## src/rtl/dtc_pkg.sv

```systemverilog
package dtc_pkg;
    // --------------------------------------------------------------
    // Register map
    // --------------------------------------------------------------
    localparam logic [7:0] DTC_ADDR_MODE_ONE   = 8'h00; // mode_register_one image
    localparam logic [7:0] DTC_ADDR_MODE_TWO   = 8'h01; // Dynamic termination, preamble, CRC, chop
    localparam logic [7:0] DTC_ADDR_MODE_FIVE  = 8'h02; // mode_register_five image
    localparam logic [7:0] DTC_ADDR_LATENCY    = 8'h03; // Column, additive, parity latency
    localparam logic [7:0] DTC_ADDR_STATUS     = 8'h04; // Termination state, read only

    // --------------------------------------------------------------
    // Field positions
    // --------------------------------------------------------------
    localparam int DTC_M1_DLL_EN_BIT    = 0;  // Bit zero: delay-locked loop enable
    localparam int DTC_M5_BUF_DIS_BIT   = 5;  // Bit five: input buffer disable in power down
    localparam int DTC_M2_DYN_EN_BIT    = 0;
    localparam int DTC_M2_PRE2_BIT      = 1;  // Two-cycle preamble
    localparam int DTC_M2_CRC_BIT       = 2;
    localparam int DTC_M2_CHOP_BIT      = 3;  // Fixed four-beat chop
    localparam int DTC_LAT_CWL_LSB      = 0;
    localparam int DTC_LAT_AL_LSB       = 8;
    localparam int DTC_LAT_PL_LSB       = 16;

    // --------------------------------------------------------------
    // Reset values
    // --------------------------------------------------------------
    localparam logic [31:0] DTC_RST_MODE_ONE  = 32'h0000_0001;
    localparam logic [31:0] DTC_RST_MODE_TWO  = 32'h0000_0000;
    localparam logic [31:0] DTC_RST_MODE_FIVE = 32'h0000_0000;
    localparam logic [31:0] DTC_RST_LATENCY   = 32'h0000_0009;

    // --------------------------------------------------------------
    // Timing
    // --------------------------------------------------------------
    localparam int DTC_CLK_PERIOD_PS      = 10000;
    localparam int DTC_ASYNC_MIN_PS       = 1000;  // 1.0 ns least delay
    localparam int DTC_ASYNC_MAX_PS       = 9000;  // 9.0 ns longest delay
    localparam int DTC_ASYNC_MIN_CYC_I    = (DTC_ASYNC_MIN_PS + DTC_CLK_PERIOD_PS - 1) / DTC_CLK_PERIOD_PS;
    localparam int DTC_ASYNC_MAX_CYC_I    = DTC_ASYNC_MAX_PS / DTC_CLK_PERIOD_PS;
    // Longest bound rounds down to zero cycles; one cycle is the floor
    localparam int DTC_ASYNC_CYC          = (DTC_ASYNC_MAX_CYC_I < 1) ? 1 : DTC_ASYNC_MAX_CYC_I;
    localparam int DTC_PRE1_ON_SUB        = 2;
    localparam int DTC_PRE2_ON_SUB        = 3;
    localparam int DTC_OFF_CHOP_ADD       = 2;
    localparam int DTC_OFF_BURST_ADD      = 4;
    localparam int DTC_OFF_CRC_ADD        = 5;
    localparam int DTC_LEAD_SUB           = 1;
    localparam int DTC_DLY_DEPTH          = 64;   // Pipeline length for pin latency

    // --------------------------------------------------------------
    // Termination selection
    // --------------------------------------------------------------
    typedef enum logic [1:0] {
        DTC_TERM_PARK,
        DTC_TERM_NOM,
        DTC_TERM_WR
    } dtc_term_e;
endpackage : dtc_pkg

```

## src/rtl/dtc_delay_line.sv

```systemverilog
`timescale 1ns/10ps
`default_nettype none
// --------------------------------------------------------------
// Variable tap delay line for the termination pin
// --------------------------------------------------------------
module dtc_delay_line
    import dtc_pkg::*;
(
    input  wire logic       clock_in,
    input  wire logic       rst_in,
    input  wire logic       bit_in,
    input  wire logic [5:0] tap_in,
    output logic            bit_out
);
    logic [DTC_DLY_DEPTH-1:0] line_r;
    logic [DTC_DLY_DEPTH-1:0] line_nxt;

    // Shift one stage per cycle
    always_comb begin
        line_nxt = {line_r[DTC_DLY_DEPTH-2:0], bit_in};
    end

    always_ff @(posedge clock_in or posedge rst_in) begin
        if (rst_in) begin
            line_r <= '0;
        end else begin
            line_r <= line_nxt;
        end
    end

    // Tap zero is the sample taken on the last edge
    assign bit_out = line_r[tap_in];
endmodule : dtc_delay_line
`default_nettype wire

```

## src/rtl/dtc_term_ctrl.sv

```systemverilog
// Chosen here: strobed register access and the address map.
`timescale 1ns/10ps
`default_nettype none
module dtc_term_ctrl
    import dtc_pkg::*;
(
    input  wire logic        clock_in,
    input  wire logic        rst_in,
    input  wire logic        term_pin_in,
    input  wire logic        clk_enable_in,
    input  wire logic        write_cmd_in,
    input  wire logic        write_chop_in,
    input  wire logic [7:0]  addr_in,
    input  wire logic [31:0] wdata_in,
    input  wire logic        wr_in,
    input  wire logic        rd_in,
    output logic [31:0]      rdata_out,
    output logic [1:0]       term_sel_out,
    output logic             async_mode_out
);
    // --------------------------------------------------------------
    // Registers
    // --------------------------------------------------------------
    logic [31:0] mode_one_r, mode_one_nxt;
    logic [31:0] mode_two_r, mode_two_nxt;
    logic [31:0] mode_five_r, mode_five_nxt;
    logic [31:0] latency_r, latency_nxt;
    logic [31:0] rdata_r, rdata_nxt;

    logic [7:0]  write_latency;
    logic        async_mode;
    logic        dyn_en;
    logic        buf_dis;

    assign async_mode    = ~mode_one_r[DTC_M1_DLL_EN_BIT];
    assign dyn_en        = mode_two_r[DTC_M2_DYN_EN_BIT] & ~async_mode;
    assign buf_dis       = mode_five_r[DTC_M5_BUF_DIS_BIT];
    assign write_latency = latency_r[DTC_LAT_CWL_LSB +: 8] + latency_r[DTC_LAT_AL_LSB +: 8]
                         + latency_r[DTC_LAT_PL_LSB +: 8];

    // Register writes and read data; unmapped reads return zero
    always_comb begin
        mode_one_nxt  = mode_one_r;
        mode_two_nxt  = mode_two_r;
        mode_five_nxt = mode_five_r;
        latency_nxt   = latency_r;
        rdata_nxt     = 32'h0000_0000;
        if (wr_in) begin
            unique case (addr_in)
                DTC_ADDR_MODE_ONE:  mode_one_nxt  = wdata_in;
                DTC_ADDR_MODE_TWO:  mode_two_nxt  = wdata_in;
                DTC_ADDR_MODE_FIVE: mode_five_nxt = wdata_in;
                DTC_ADDR_LATENCY:   latency_nxt   = wdata_in;
                default: ;
            endcase
        end
        if (rd_in) begin
            unique case (addr_in)
                DTC_ADDR_MODE_ONE:  rdata_nxt = mode_one_r;
                DTC_ADDR_MODE_TWO:  rdata_nxt = mode_two_r;
                DTC_ADDR_MODE_FIVE: rdata_nxt = mode_five_r;
                DTC_ADDR_LATENCY:   rdata_nxt = latency_r;
                DTC_ADDR_STATUS:    rdata_nxt = {29'h0, async_mode_out, term_sel_out};
                default:            rdata_nxt = 32'h0000_0000;
            endcase
        end
    end

    always_ff @(posedge clock_in or posedge rst_in) begin
        if (rst_in) begin
            mode_one_r  <= DTC_RST_MODE_ONE;
            mode_two_r  <= DTC_RST_MODE_TWO;
            mode_five_r <= DTC_RST_MODE_FIVE;
            latency_r   <= DTC_RST_LATENCY;
            rdata_r     <= 32'h0000_0000;
        end else begin
            mode_one_r  <= mode_one_nxt;
            mode_two_r  <= mode_two_nxt;
            mode_five_r <= mode_five_nxt;
            latency_r   <= latency_nxt;
            rdata_r     <= rdata_nxt;
        end
    end
    assign rdata_out = rdata_r;

    // --------------------------------------------------------------
    // Latency arithmetic
    // --------------------------------------------------------------
    logic [7:0] on_lat;
    logic [7:0] off_lat;
    logic [7:0] lead_lat;
    logic [5:0] pin_tap;
    logic       pre2;
    logic       crc_on;

    assign pre2   = mode_two_r[DTC_M2_PRE2_BIT];
    assign crc_on = mode_two_r[DTC_M2_CRC_BIT];

    // Sums wrap at eight bits; the tap keeps the low six bits, so latencies beyond the line depth are out of range
    always_comb begin
        on_lat   = write_latency - (pre2 ? 8'(DTC_PRE2_ON_SUB) : 8'(DTC_PRE1_ON_SUB));
        lead_lat = write_latency - 8'(DTC_LEAD_SUB);
        if (crc_on) begin
            off_lat = write_latency + 8'(DTC_OFF_CRC_ADD);
        end else if (write_chop_in | mode_two_r[DTC_M2_CHOP_BIT]) begin
            off_lat = write_latency + 8'(DTC_OFF_CHOP_ADD);
        end else begin
            off_lat = write_latency + 8'(DTC_OFF_BURST_ADD);
        end
        pin_tap = (on_lat == 8'h00) ? 6'h00 : 6'(on_lat - 8'h01);
    end

    // Pin delayed by the direct on/off latency for synchronous mode
    logic pin_late;
    dtc_delay_line u_pin_line (
        .clock_in (clock_in),
        .rst_in   (rst_in),
        .bit_in   (term_pin_in),
        .tap_in   (pin_tap),
        .bit_out  (pin_late)
    );

    // --------------------------------------------------------------
    // Write window and power-down tracking
    // --------------------------------------------------------------
    logic [7:0] wr_cnt_r, wr_cnt_nxt;
    logic [7:0] wr_on_r, wr_on_nxt;
    logic [7:0] wr_off_r, wr_off_nxt;
    logic       wr_busy_r, wr_busy_nxt;
    logic       pd_r, pd_nxt;
    logic [7:0] lead_cnt_r, lead_cnt_nxt;
    logic       pin_blk_r, pin_blk_nxt;
    logic       wr_active;

    // A new write restarts the window; back-to-back writes drop what remains of the earlier one
    always_comb begin
        wr_cnt_nxt  = wr_cnt_r;
        wr_on_nxt   = wr_on_r;
        wr_off_nxt  = wr_off_r;
        wr_busy_nxt = wr_busy_r;
        if (write_cmd_in && dyn_en) begin
            wr_cnt_nxt  = 8'h01;
            wr_on_nxt   = on_lat;
            wr_off_nxt  = off_lat;
            wr_busy_nxt = 1'b1;
        end else if (wr_busy_r) begin
            wr_cnt_nxt  = wr_cnt_r + 8'h01;
            wr_busy_nxt = (wr_cnt_r < wr_off_r);
        end
        pd_nxt = ~clk_enable_in;
        // Lead window reloaded through power down and counted down from exit: pin_blk_r held for lead latency, yet it masks the pin only while pd_r is set
        if (~clk_enable_in && buf_dis) begin
            lead_cnt_nxt = lead_lat;
        end else if (lead_cnt_r != 8'h00) begin
            lead_cnt_nxt = lead_cnt_r - 8'h01;
        end else begin
            lead_cnt_nxt = 8'h00;
        end
        pin_blk_nxt = buf_dis & (~clk_enable_in | (lead_cnt_r != 8'h00));
    end

    assign wr_active = wr_busy_r && (wr_cnt_r >= wr_on_r) && (wr_cnt_r < wr_off_r);

    always_ff @(posedge clock_in or posedge rst_in) begin
        if (rst_in) begin
            wr_cnt_r   <= 8'h00;
            wr_on_r    <= 8'h00;
            wr_off_r   <= 8'h00;
            wr_busy_r  <= 1'b0;
            pd_r       <= 1'b0;
            lead_cnt_r <= 8'h00;
            pin_blk_r  <= 1'b0;
        end else begin
            wr_cnt_r   <= wr_cnt_nxt;
            wr_on_r    <= wr_on_nxt;
            wr_off_r   <= wr_off_nxt;
            wr_busy_r  <= wr_busy_nxt;
            pd_r       <= pd_nxt;
            lead_cnt_r <= lead_cnt_nxt;
            pin_blk_r  <= pin_blk_nxt;
        end
    end

    // --------------------------------------------------------------
    // Termination selection
    // --------------------------------------------------------------
    dtc_term_e term_r, term_nxt;
    logic      async_r;
    logic      nom_req;

    // Async mode follows the pin after one cycle, 10 ns, beyond the 1.0 to 9.0 ns band
    always_comb begin
        if (async_mode) begin
            nom_req = term_pin_in;
        end else begin
            nom_req = pin_late;
        end
        if (pin_blk_r && pd_r) begin
            nom_req = 1'b0;
        end
        // Priority chain: write and nominal requests may stand together
        if (wr_active) begin
            term_nxt = DTC_TERM_WR;
        end else if (nom_req) begin
            term_nxt = DTC_TERM_NOM;
        end else begin
            term_nxt = DTC_TERM_PARK;
        end
    end

    always_ff @(posedge clock_in or posedge rst_in) begin
        if (rst_in) begin
            term_r  <= DTC_TERM_PARK;
            async_r <= 1'b0;
        end else begin
            term_r  <= term_nxt;
            async_r <= async_mode;
        end
    end
    assign term_sel_out   = term_r;
    assign async_mode_out = async_r;

    // --------------------------------------------------------------
    // Checks
    // --------------------------------------------------------------
    AST_ASYNC_ON: assert property (@(posedge clock_in) disable iff (rst_in)
        (async_mode && $past(async_mode) && term_pin_in && !wr_active && !(pin_blk_r && pd_r))
        |=> (term_sel_out == DTC_TERM_NOM))
        else $error("async nominal not reached in time");
    AST_ASYNC_OFF: assert property (@(posedge clock_in) disable iff (rst_in)
        (async_mode && !term_pin_in && !wr_active) |=> (term_sel_out == DTC_TERM_PARK))
        else $error("async park not reached in time");
    AST_ASYNC_SEL: assert property (@(posedge clock_in) disable iff (rst_in)
        async_mode_out == !$past(mode_one_r[DTC_M1_DLL_EN_BIT]))
        else $error("async mode does not follow loop enable");
    AST_WR_PRIO: assert property (@(posedge clock_in) disable iff (rst_in)
        wr_active |=> (term_sel_out == DTC_TERM_WR))
        else $error("write termination lost priority");
    AST_WR_ON: assert property (@(posedge clock_in) disable iff (rst_in)
        (write_cmd_in && dyn_en && !pre2 && !crc_on && write_latency > 8'd3 && write_latency < 8'd40)
        ##1 (!write_cmd_in)[*1] |-> (term_sel_out != DTC_TERM_WR))
        else $error("write termination too early");
    AST_WR_SUM: assert property (@(posedge clock_in) disable iff (rst_in)
        write_cmd_in && dyn_en |=> wr_off_r == 8'($past(write_latency)
            + ($past(crc_on) ? DTC_OFF_CRC_ADD
            : $past(write_chop_in | mode_two_r[DTC_M2_CHOP_BIT]) ? DTC_OFF_CHOP_ADD : DTC_OFF_BURST_ADD)))
        else $error("off latency not derived from sum");
    AST_PD_BLOCK: assert property (@(posedge clock_in) disable iff (rst_in)
        (buf_dis && !clk_enable_in && $past(!clk_enable_in) && !wr_active && $past(buf_dis))
        |=> (term_sel_out != DTC_TERM_NOM))
        else $error("nominal termination in power down");
    AST_NO_DYN: assert property (@(posedge clock_in) disable iff (rst_in)
        (!wr_busy_r) |=> (term_sel_out != DTC_TERM_WR))
        else $error("write termination without write");
endmodule : dtc_term_ctrl
`default_nettype wire

```

## config.mk

```make
export PLATFORM = sky130hd
export DESIGN_NAME = dtc_term_ctrl
export DESIGN_NICKNAME = d
export VERILOG_FILES = /design/src/rtl/dtc_pkg.sv /design/src/rtl/dtc_delay_line.sv /design/src/rtl/dtc_term_ctrl.sv
export SDC_FILE = /design/constraint.sdc
export NUM_CORES = 1
export LEC_CHECK = 0
export ABC_CLOCK_PERIOD_IN_PS = 15110
export BUFFER_PORTS_ARGS = -buffer_cell sky130_fd_sc_hd__buf_2
export CAP_MARGIN = 40
export CORE_MARGIN = 2
export CORE_UTILIZATION = 30
export CTS_BUF_LIST = sky130_fd_sc_hd__clkbuf_2
export CTS_CLUSTER_SIZE = 25
export DETAILED_ROUTE_END_ITERATION = 12
export RECOVER_POWER = 50
export SYNTH_ARGS = -nofsm -noshare
export SYNTH_HDL_FRONTEND = slang
export SYNTH_SLANG_ARGS = --single-unit
```

## constraint.sdc

```tcl
create_clock -name clock_in -period 15.11 [get_ports clock_in]
set_clock_uncertainty 0.2 [all_clocks]
set_input_delay 3.022 -clock clock_in [delete_from_list [all_inputs] [get_ports clock_in]]
set_output_delay 3.022 -clock clock_in [all_outputs]
set_load 0.01 [all_outputs]
```

Word level (Yosys, flattened, before mapping)
Cells that the tools add are included.
{"block": "totals", "register_bits": 262, "output_inout_bits": 35, "in_bits": 48}
{"block": "op_classes", "n_lt_le_gt_ge": 3, "addsub": 10, "n_reduce_logical": 13, "n_mux": 18, "bitwise_logic": 6, "n_eq_ne": 4}
{"operator": "$pmux W32 S5", "count": 1}
{"operator": "$mux W8", "count": 6}
{"operator": "$mux W32", "count": 1}
{"operator": "$add A8 B3 Y8 const B", "count": 2}
{"operator": "$add A8 B8 Y8", "count": 2}
{"operator": "$eq A8 B2 Y1 const B", "count": 2}
{"operator": "$logic_not A8 Y1", "count": 2}
{"operator": "$sub A8 B1 Y8 const B", "count": 2}
{"operator": "$add A8 B1 Y8 const B", "count": 1}
{"operator": "$add A8 B2 Y8 const B", "count": 1}
{"operator": "$eq A8 B1 Y1 const B", "count": 1}
{"operator": "$eq A8 B3 Y1 const B", "count": 1}
{"operator": "$ge A8 B8 Y1", "count": 1}
{"operator": "$lt A8 B8 Y1", "count": 1}
{"operator": "$reduce_and A2 Y1", "count": 4}
{"operator": "$reduce_bool A8 Y1", "count": 1}
{"operator": "$sub A8 B2 Y8", "count": 1}
{"operator": "$lt A6 B7 Y1 const B", "count": 1}
{"operator": "$mux W1", "count": 7}
{"operator": "$bmux W1 S6", "count": 1}
{"operator": "$mux W6", "count": 1}
{"operator": "$sub A6 B1 Y6 const B", "count": 1}
{"operator": "$logic_and A1 B1 Y1", "count": 5}
{"operator": "$and A1 B1 Y1", "count": 2}
{"operator": "4 further kinds", "count": 6}

Longest topological paths before layout
{"block": "logic_depth", "ltp_word": 11, "mapped_depth": 19, "depth_no_buf": 18}

By module
A second synthesis with hierarchy kept.
{"block": "unflattened", "cells_unflattened": 923, "area_unflattened_um2": 11872.6}
{"module": "dtc_term_ctrl", "area_each_um2": 9666.8, "seq_area_each_um2": 4958.5, "n_inst": 1, "cells_per_inst": 796}
{"module": "dtc_delay_line", "area_each_um2": 2205.9, "seq_area_each_um2": 1601.5, "n_inst": 1, "cells_per_inst": 127}

Least setup slack after synthesis
No wires, ideal clock.
{"block": "synth_timing", "path_type": "input to register", "startpoint": "input addr_in[3]", "endpoint": "register mode_two_r[0]", "stages": 6, "path_slack_ps": 10072, "required_time_ps": 14785, "arrival_ps": 4713, "cell_sequence": "nor3_1 > nand2_1 > nor4b_1 > nand2_1 > buf_1 > mux2_2"}
{"block": "synth_via", "elab_chain_len": 2}
{"item": "start: declaration", "line": "dtc_term_ctrl.sv:13", "source": "input wire logic [7:0] addr_in,"}
{"item": "$eq A8 B1 Y1", "line": "dtc_term_ctrl.sv:49", "source": "unique case (addr_in)"}
{"item": "$reduce_and A2 Y1 (no source line)"}
{"item": "end signal: assignment", "line": "dtc_term_ctrl.sv:78", "source": "mode_two_r <= mode_two_nxt;"}
{"item": "end: declaration", "line": "dtc_term_ctrl.sv:25", "source": "logic [31:0] mode_two_r, mode_two_nxt;"}
No other way between the ends.
A chain may end at the register's enable or synchronous reset.

==> results.json <==
{
  "cts_tree": "built",
  "period_share_pct": 58.9,
  "hold_viol": 0,
  "holdBufCountCts": 0,
  "critPathKind": "input port to async pin",
  "routabilityCongestion": 0.805,
  "crit_path_start": "rst_in",
  "end_kind": "async pin",
  "ys_types": 69,
  "floorplan.initialDensity_pct": 30.5,
  "path_clk_slew_ps": 100,
  "r2r-start": "latency_r[1]",
  "fp.dieW_um": 202,
  "internal_power_mw": 1.05,
  "portBuffers": 82,
  "crit_required_ps": 15070,
  "leakagePower_nw": 6.39,
  "ys_seq_area_share_pct": 55.6,
  "status": "complete, but fails checks",
  "dieArea_sq_um": 40900,
  "cts_max_path_buffers": 3,
  "cts.sinks": 262,
  "place.detailed.hpwl_mm": 18.7,
  "ys_warn_count": 0,
  "slowest_stage": "clkinvlp_2",
  "htreeDepth": 3,
  "numCtsBuffers": 70,
  "remaining_drc_errors": 0,
  "crit_top_cell": "clkbuf_1",
  "grtUsageTotal_pct": 13.9,
  "yosysMostFrequentCell": "dfrtp_1",
  "io_pins": 83,
  "netSwitchingFraction_pct": 31.8,
  "worst_pin_slew_ps": 4880,
  "grt_overflow_total": 0,
  "grt_max_degree": 114,
  "r2r_cells": 18,
  "worst-path-buf-inv": 4,
  "syn2layout_area_growth_pct": 13.8,
  "first_pass_iters": 5,
  "drt.antenna.violating_nets": 0,
  "timing.hold.ws_ps": 125,
  "yosysTopAreaCell": "dfrtp_1",
  "synth_top_area_share_pct": 54.9,
  "comb_power_share_pct": 18.3,
  "clock_latency_ps": 890,
  "finalMaxSlewViolations": 218,
  "rows": 72,
  "rr_endpoint": "term_sel_out[0]",
  "synthFlopType": "dfrtp_1",
  "setup_tns_ps": 0,
  "core-area_sq_um": 38700,
  "drive_gt1_share_pct": 32.6,
  "fill_cells": 3938,
  "cts_setup_buffers": 0,
  "violations": "capacitance limit, slew limit",
  "slew_headroom_pct": -227,
  "synth-edff-count": 0,
  "hold_path_end": "u_pin_line.line_r[18]",
  "powerDensity_nw_per_um2": 115,
  "post-route-min-period_ps": 8890,
  "first_global_vias": 8350,
  "viasPerCell": 4.82,
  "vias": 7918,
  "synth_async_sr_flop_share_pct": 100,
  "p_switching_uw": 490,
  "ctsRootBufferMaster": "clkbuf_2",
  "hp-class": "flip-flop to flip-flop",
  "max_stage_delay_ps": 2710,
  "path_delay_family": "buffers and inverters",
  "ctsResizeCount": 0,
  "arrival_ps": 8850,
  "netlist_top_cells_count": "259 x dfrtp_1, 134 x mux2_2, 89 x nand2_1",
  "setup_violations": 0,
  "synth.cell_area_sq_um": 11800,
  "rsz0062_at_grt": "no",
  "syn-num-nets": 1044,
  "cp-start-kind": "input port",
  "grt_pass1_wl_mm": 45.6,
  "drt-total-wl_mm": 28.1,
  "peakVddDrop_mv": 0.0453,
  "first_iter_violations": 567,
  "min_from": "u_pin_line.line_r[17]",
  "ys_ff_latch": 262,
  "clock.fmax_mhz": 112,
  "ys_top_cells_by_area": "dfrtp_1 55%, mux2_2 13%, ha_1 3.9%",
  "die_h_um": 202,
  "synthCells": 951,
  "clkPwrFrac_pct": 31.9,
  "reg2reg_slack_ps": 9400,
  "wl_per_cell_um": 17.1,
  "maxCapViolCount": 3,
  "whs_path_depth": 0,
  "total_power_mw": 1.54,
  "cp_cell_sequence": "buf_2 > clkinvlp_2 > clkbuf_1 > clkbuf_1",
  "syn_area_per_cell_sq_um": 12.4,
  "crit_fanout": 113,
  "antenna_found_initial": 4,
  "layout.nets": 1166,
  "p_seq_share_pct": 49.8
}
-- power by group through the flow --
| stage | combinational, mW | sequential [mW] | clock, mW |
|---|---|---|---|
| floorplan | 0.211 | 0.773 | 0 |
| finish | 0.283 | 0.769 | 0.492 |
| detailed placement | 0.285 | 0.782 | 0 |
| global placement | 0.278 | 0.781 | 0 |
| CTS | 0.287 | 0.768 | 0.517 |
| global route | 0.315 | 0.775 | 0.553 |
-- worst reg2reg max path: cells and delay by family (launching register included) --
family	cells	cell delay [ps]
buffers and inverters	4	430
XOR/XNOR	2	1090
flip-flops	1	390
AO/OA/AOI/OAI	6	1610
AND/OR/NAND/NOR	2	540
adder cells (fa/ha/maj)	4	1330
-- stage by stage --
step | util [%] | worst slack (ps) | cell area (sq um) | cells
global placement | 33.0 | 9090 | 12800 | 1516
CTS | 34.8 | 9710 | 13500 | 1640
global route | 34.6 | 4800 | 13400 | 1641
floorplan | - | 4680 | 11800 | 951
finish | 34.7 | 6220 | 13400 | 1642
detailed placement | 33.2 | 9050 | 12800 | 1519
-- logic make-up (layout without fill, tap and decap cells) --
| family | Yosys count | in the layout | synth area share (%) |
|---|---|---|---|
| DFF | 262 | 262 | 55.6 |
| buffers and inverters | 89 | 260 | 2.91 |
| xor gates and xnor gates | 42 | 42 | 3.44 |
| muxes | 150 | 150 | 14.8 |
| AOI/OAI and AO/OA | 185 | 185 | 10.9 |
| other | 0 | 2 | 0 |
| adders and majority gates | 45 | 45 | 5.28 |
| and+or+nand+nor | 178 | 178 | 7.06 |
-- state kept, by name, summed over array words and instances, names as in the netlist, 2 cells and up --
| signal | cells |
|---|---|
| mode_two_r | 32 |
| mode_one_r | 32 |
| wr_on_r | 8 |
| u_pin_line.line_r | 64 |
| term_sel_out | 2 |
| wr_off_r | 8 |
| lead_cnt_r | 8 |
| wr_cnt_r | 8 |
| rdata_out | 32 |
| latency_r | 32 |
| mode_five_r | 32 |
-- layer usage --
metal  wire (um)  GRT usage (%)
met1       12700           18.3
met5           9              0
met3        1400           3.22
met4         512           5.06
met2       13400           22.5
-- layout by cell type (no fill, tap or decap), types with 4 or more instances in the layout --
master    netlist  layout
buf_2           4      80
mux2_2        134     134
a21oi_1        54      54
inv_1          40      39
buf_4           1      12
clkbuf_1       29       5
clkbuf_2        0     104
nand2b_1        4       4
a21o_1          5       5
nand2_1        89      89
o211ai_1        4       4
or3_1           4       4
nand3_1        11      11
nor3_1         15      15
ha_1           37      37
o21a_1          4       4
mux2i_1        10      10
nor2_1         25      25
a21boi_0        4       4
a222oi_1       29      29
o22ai_1         7       7
a31oi_1        10      10
o21ai_0        28      28
xnor2_1        20      21
clkinv_1        0      10
mux4_2          6       6
a211oi_1        6       6
fa_1            8       8
xor2_1         18      18
dfrtp_1       259     259
nand4_1         5       5
-- area by class of cell --
type | count | area, sq um | share of cell area (%)
repair buffers | 98 | 529 | 3.94
clock buffers | 104 | 520 | 3.88
diodes | 2 | 5.00 | 0.0373
multi-input cells | 600 | 4900 | 36.5
inverters | 41 | 155 | 1.16
flip-flops and latches | 262 | 6560 | 48.9
well taps | 518 | 648 | 4.83
clock inverters | 17 | 104 | 0.774
-- worst max-delay path by stage --
stage | to | depth (start not counted)
finish | wr_off_r[2] | 4
global route | wr_off_r[2] | 4
CTS | term_sel_out[0] | 18
detailed placement | mode_five_r[9] | 9
global placement | mode_five_r[11] | 9
floorplan | async_mode_out | 1
Power figures use the tool's default switching activity.
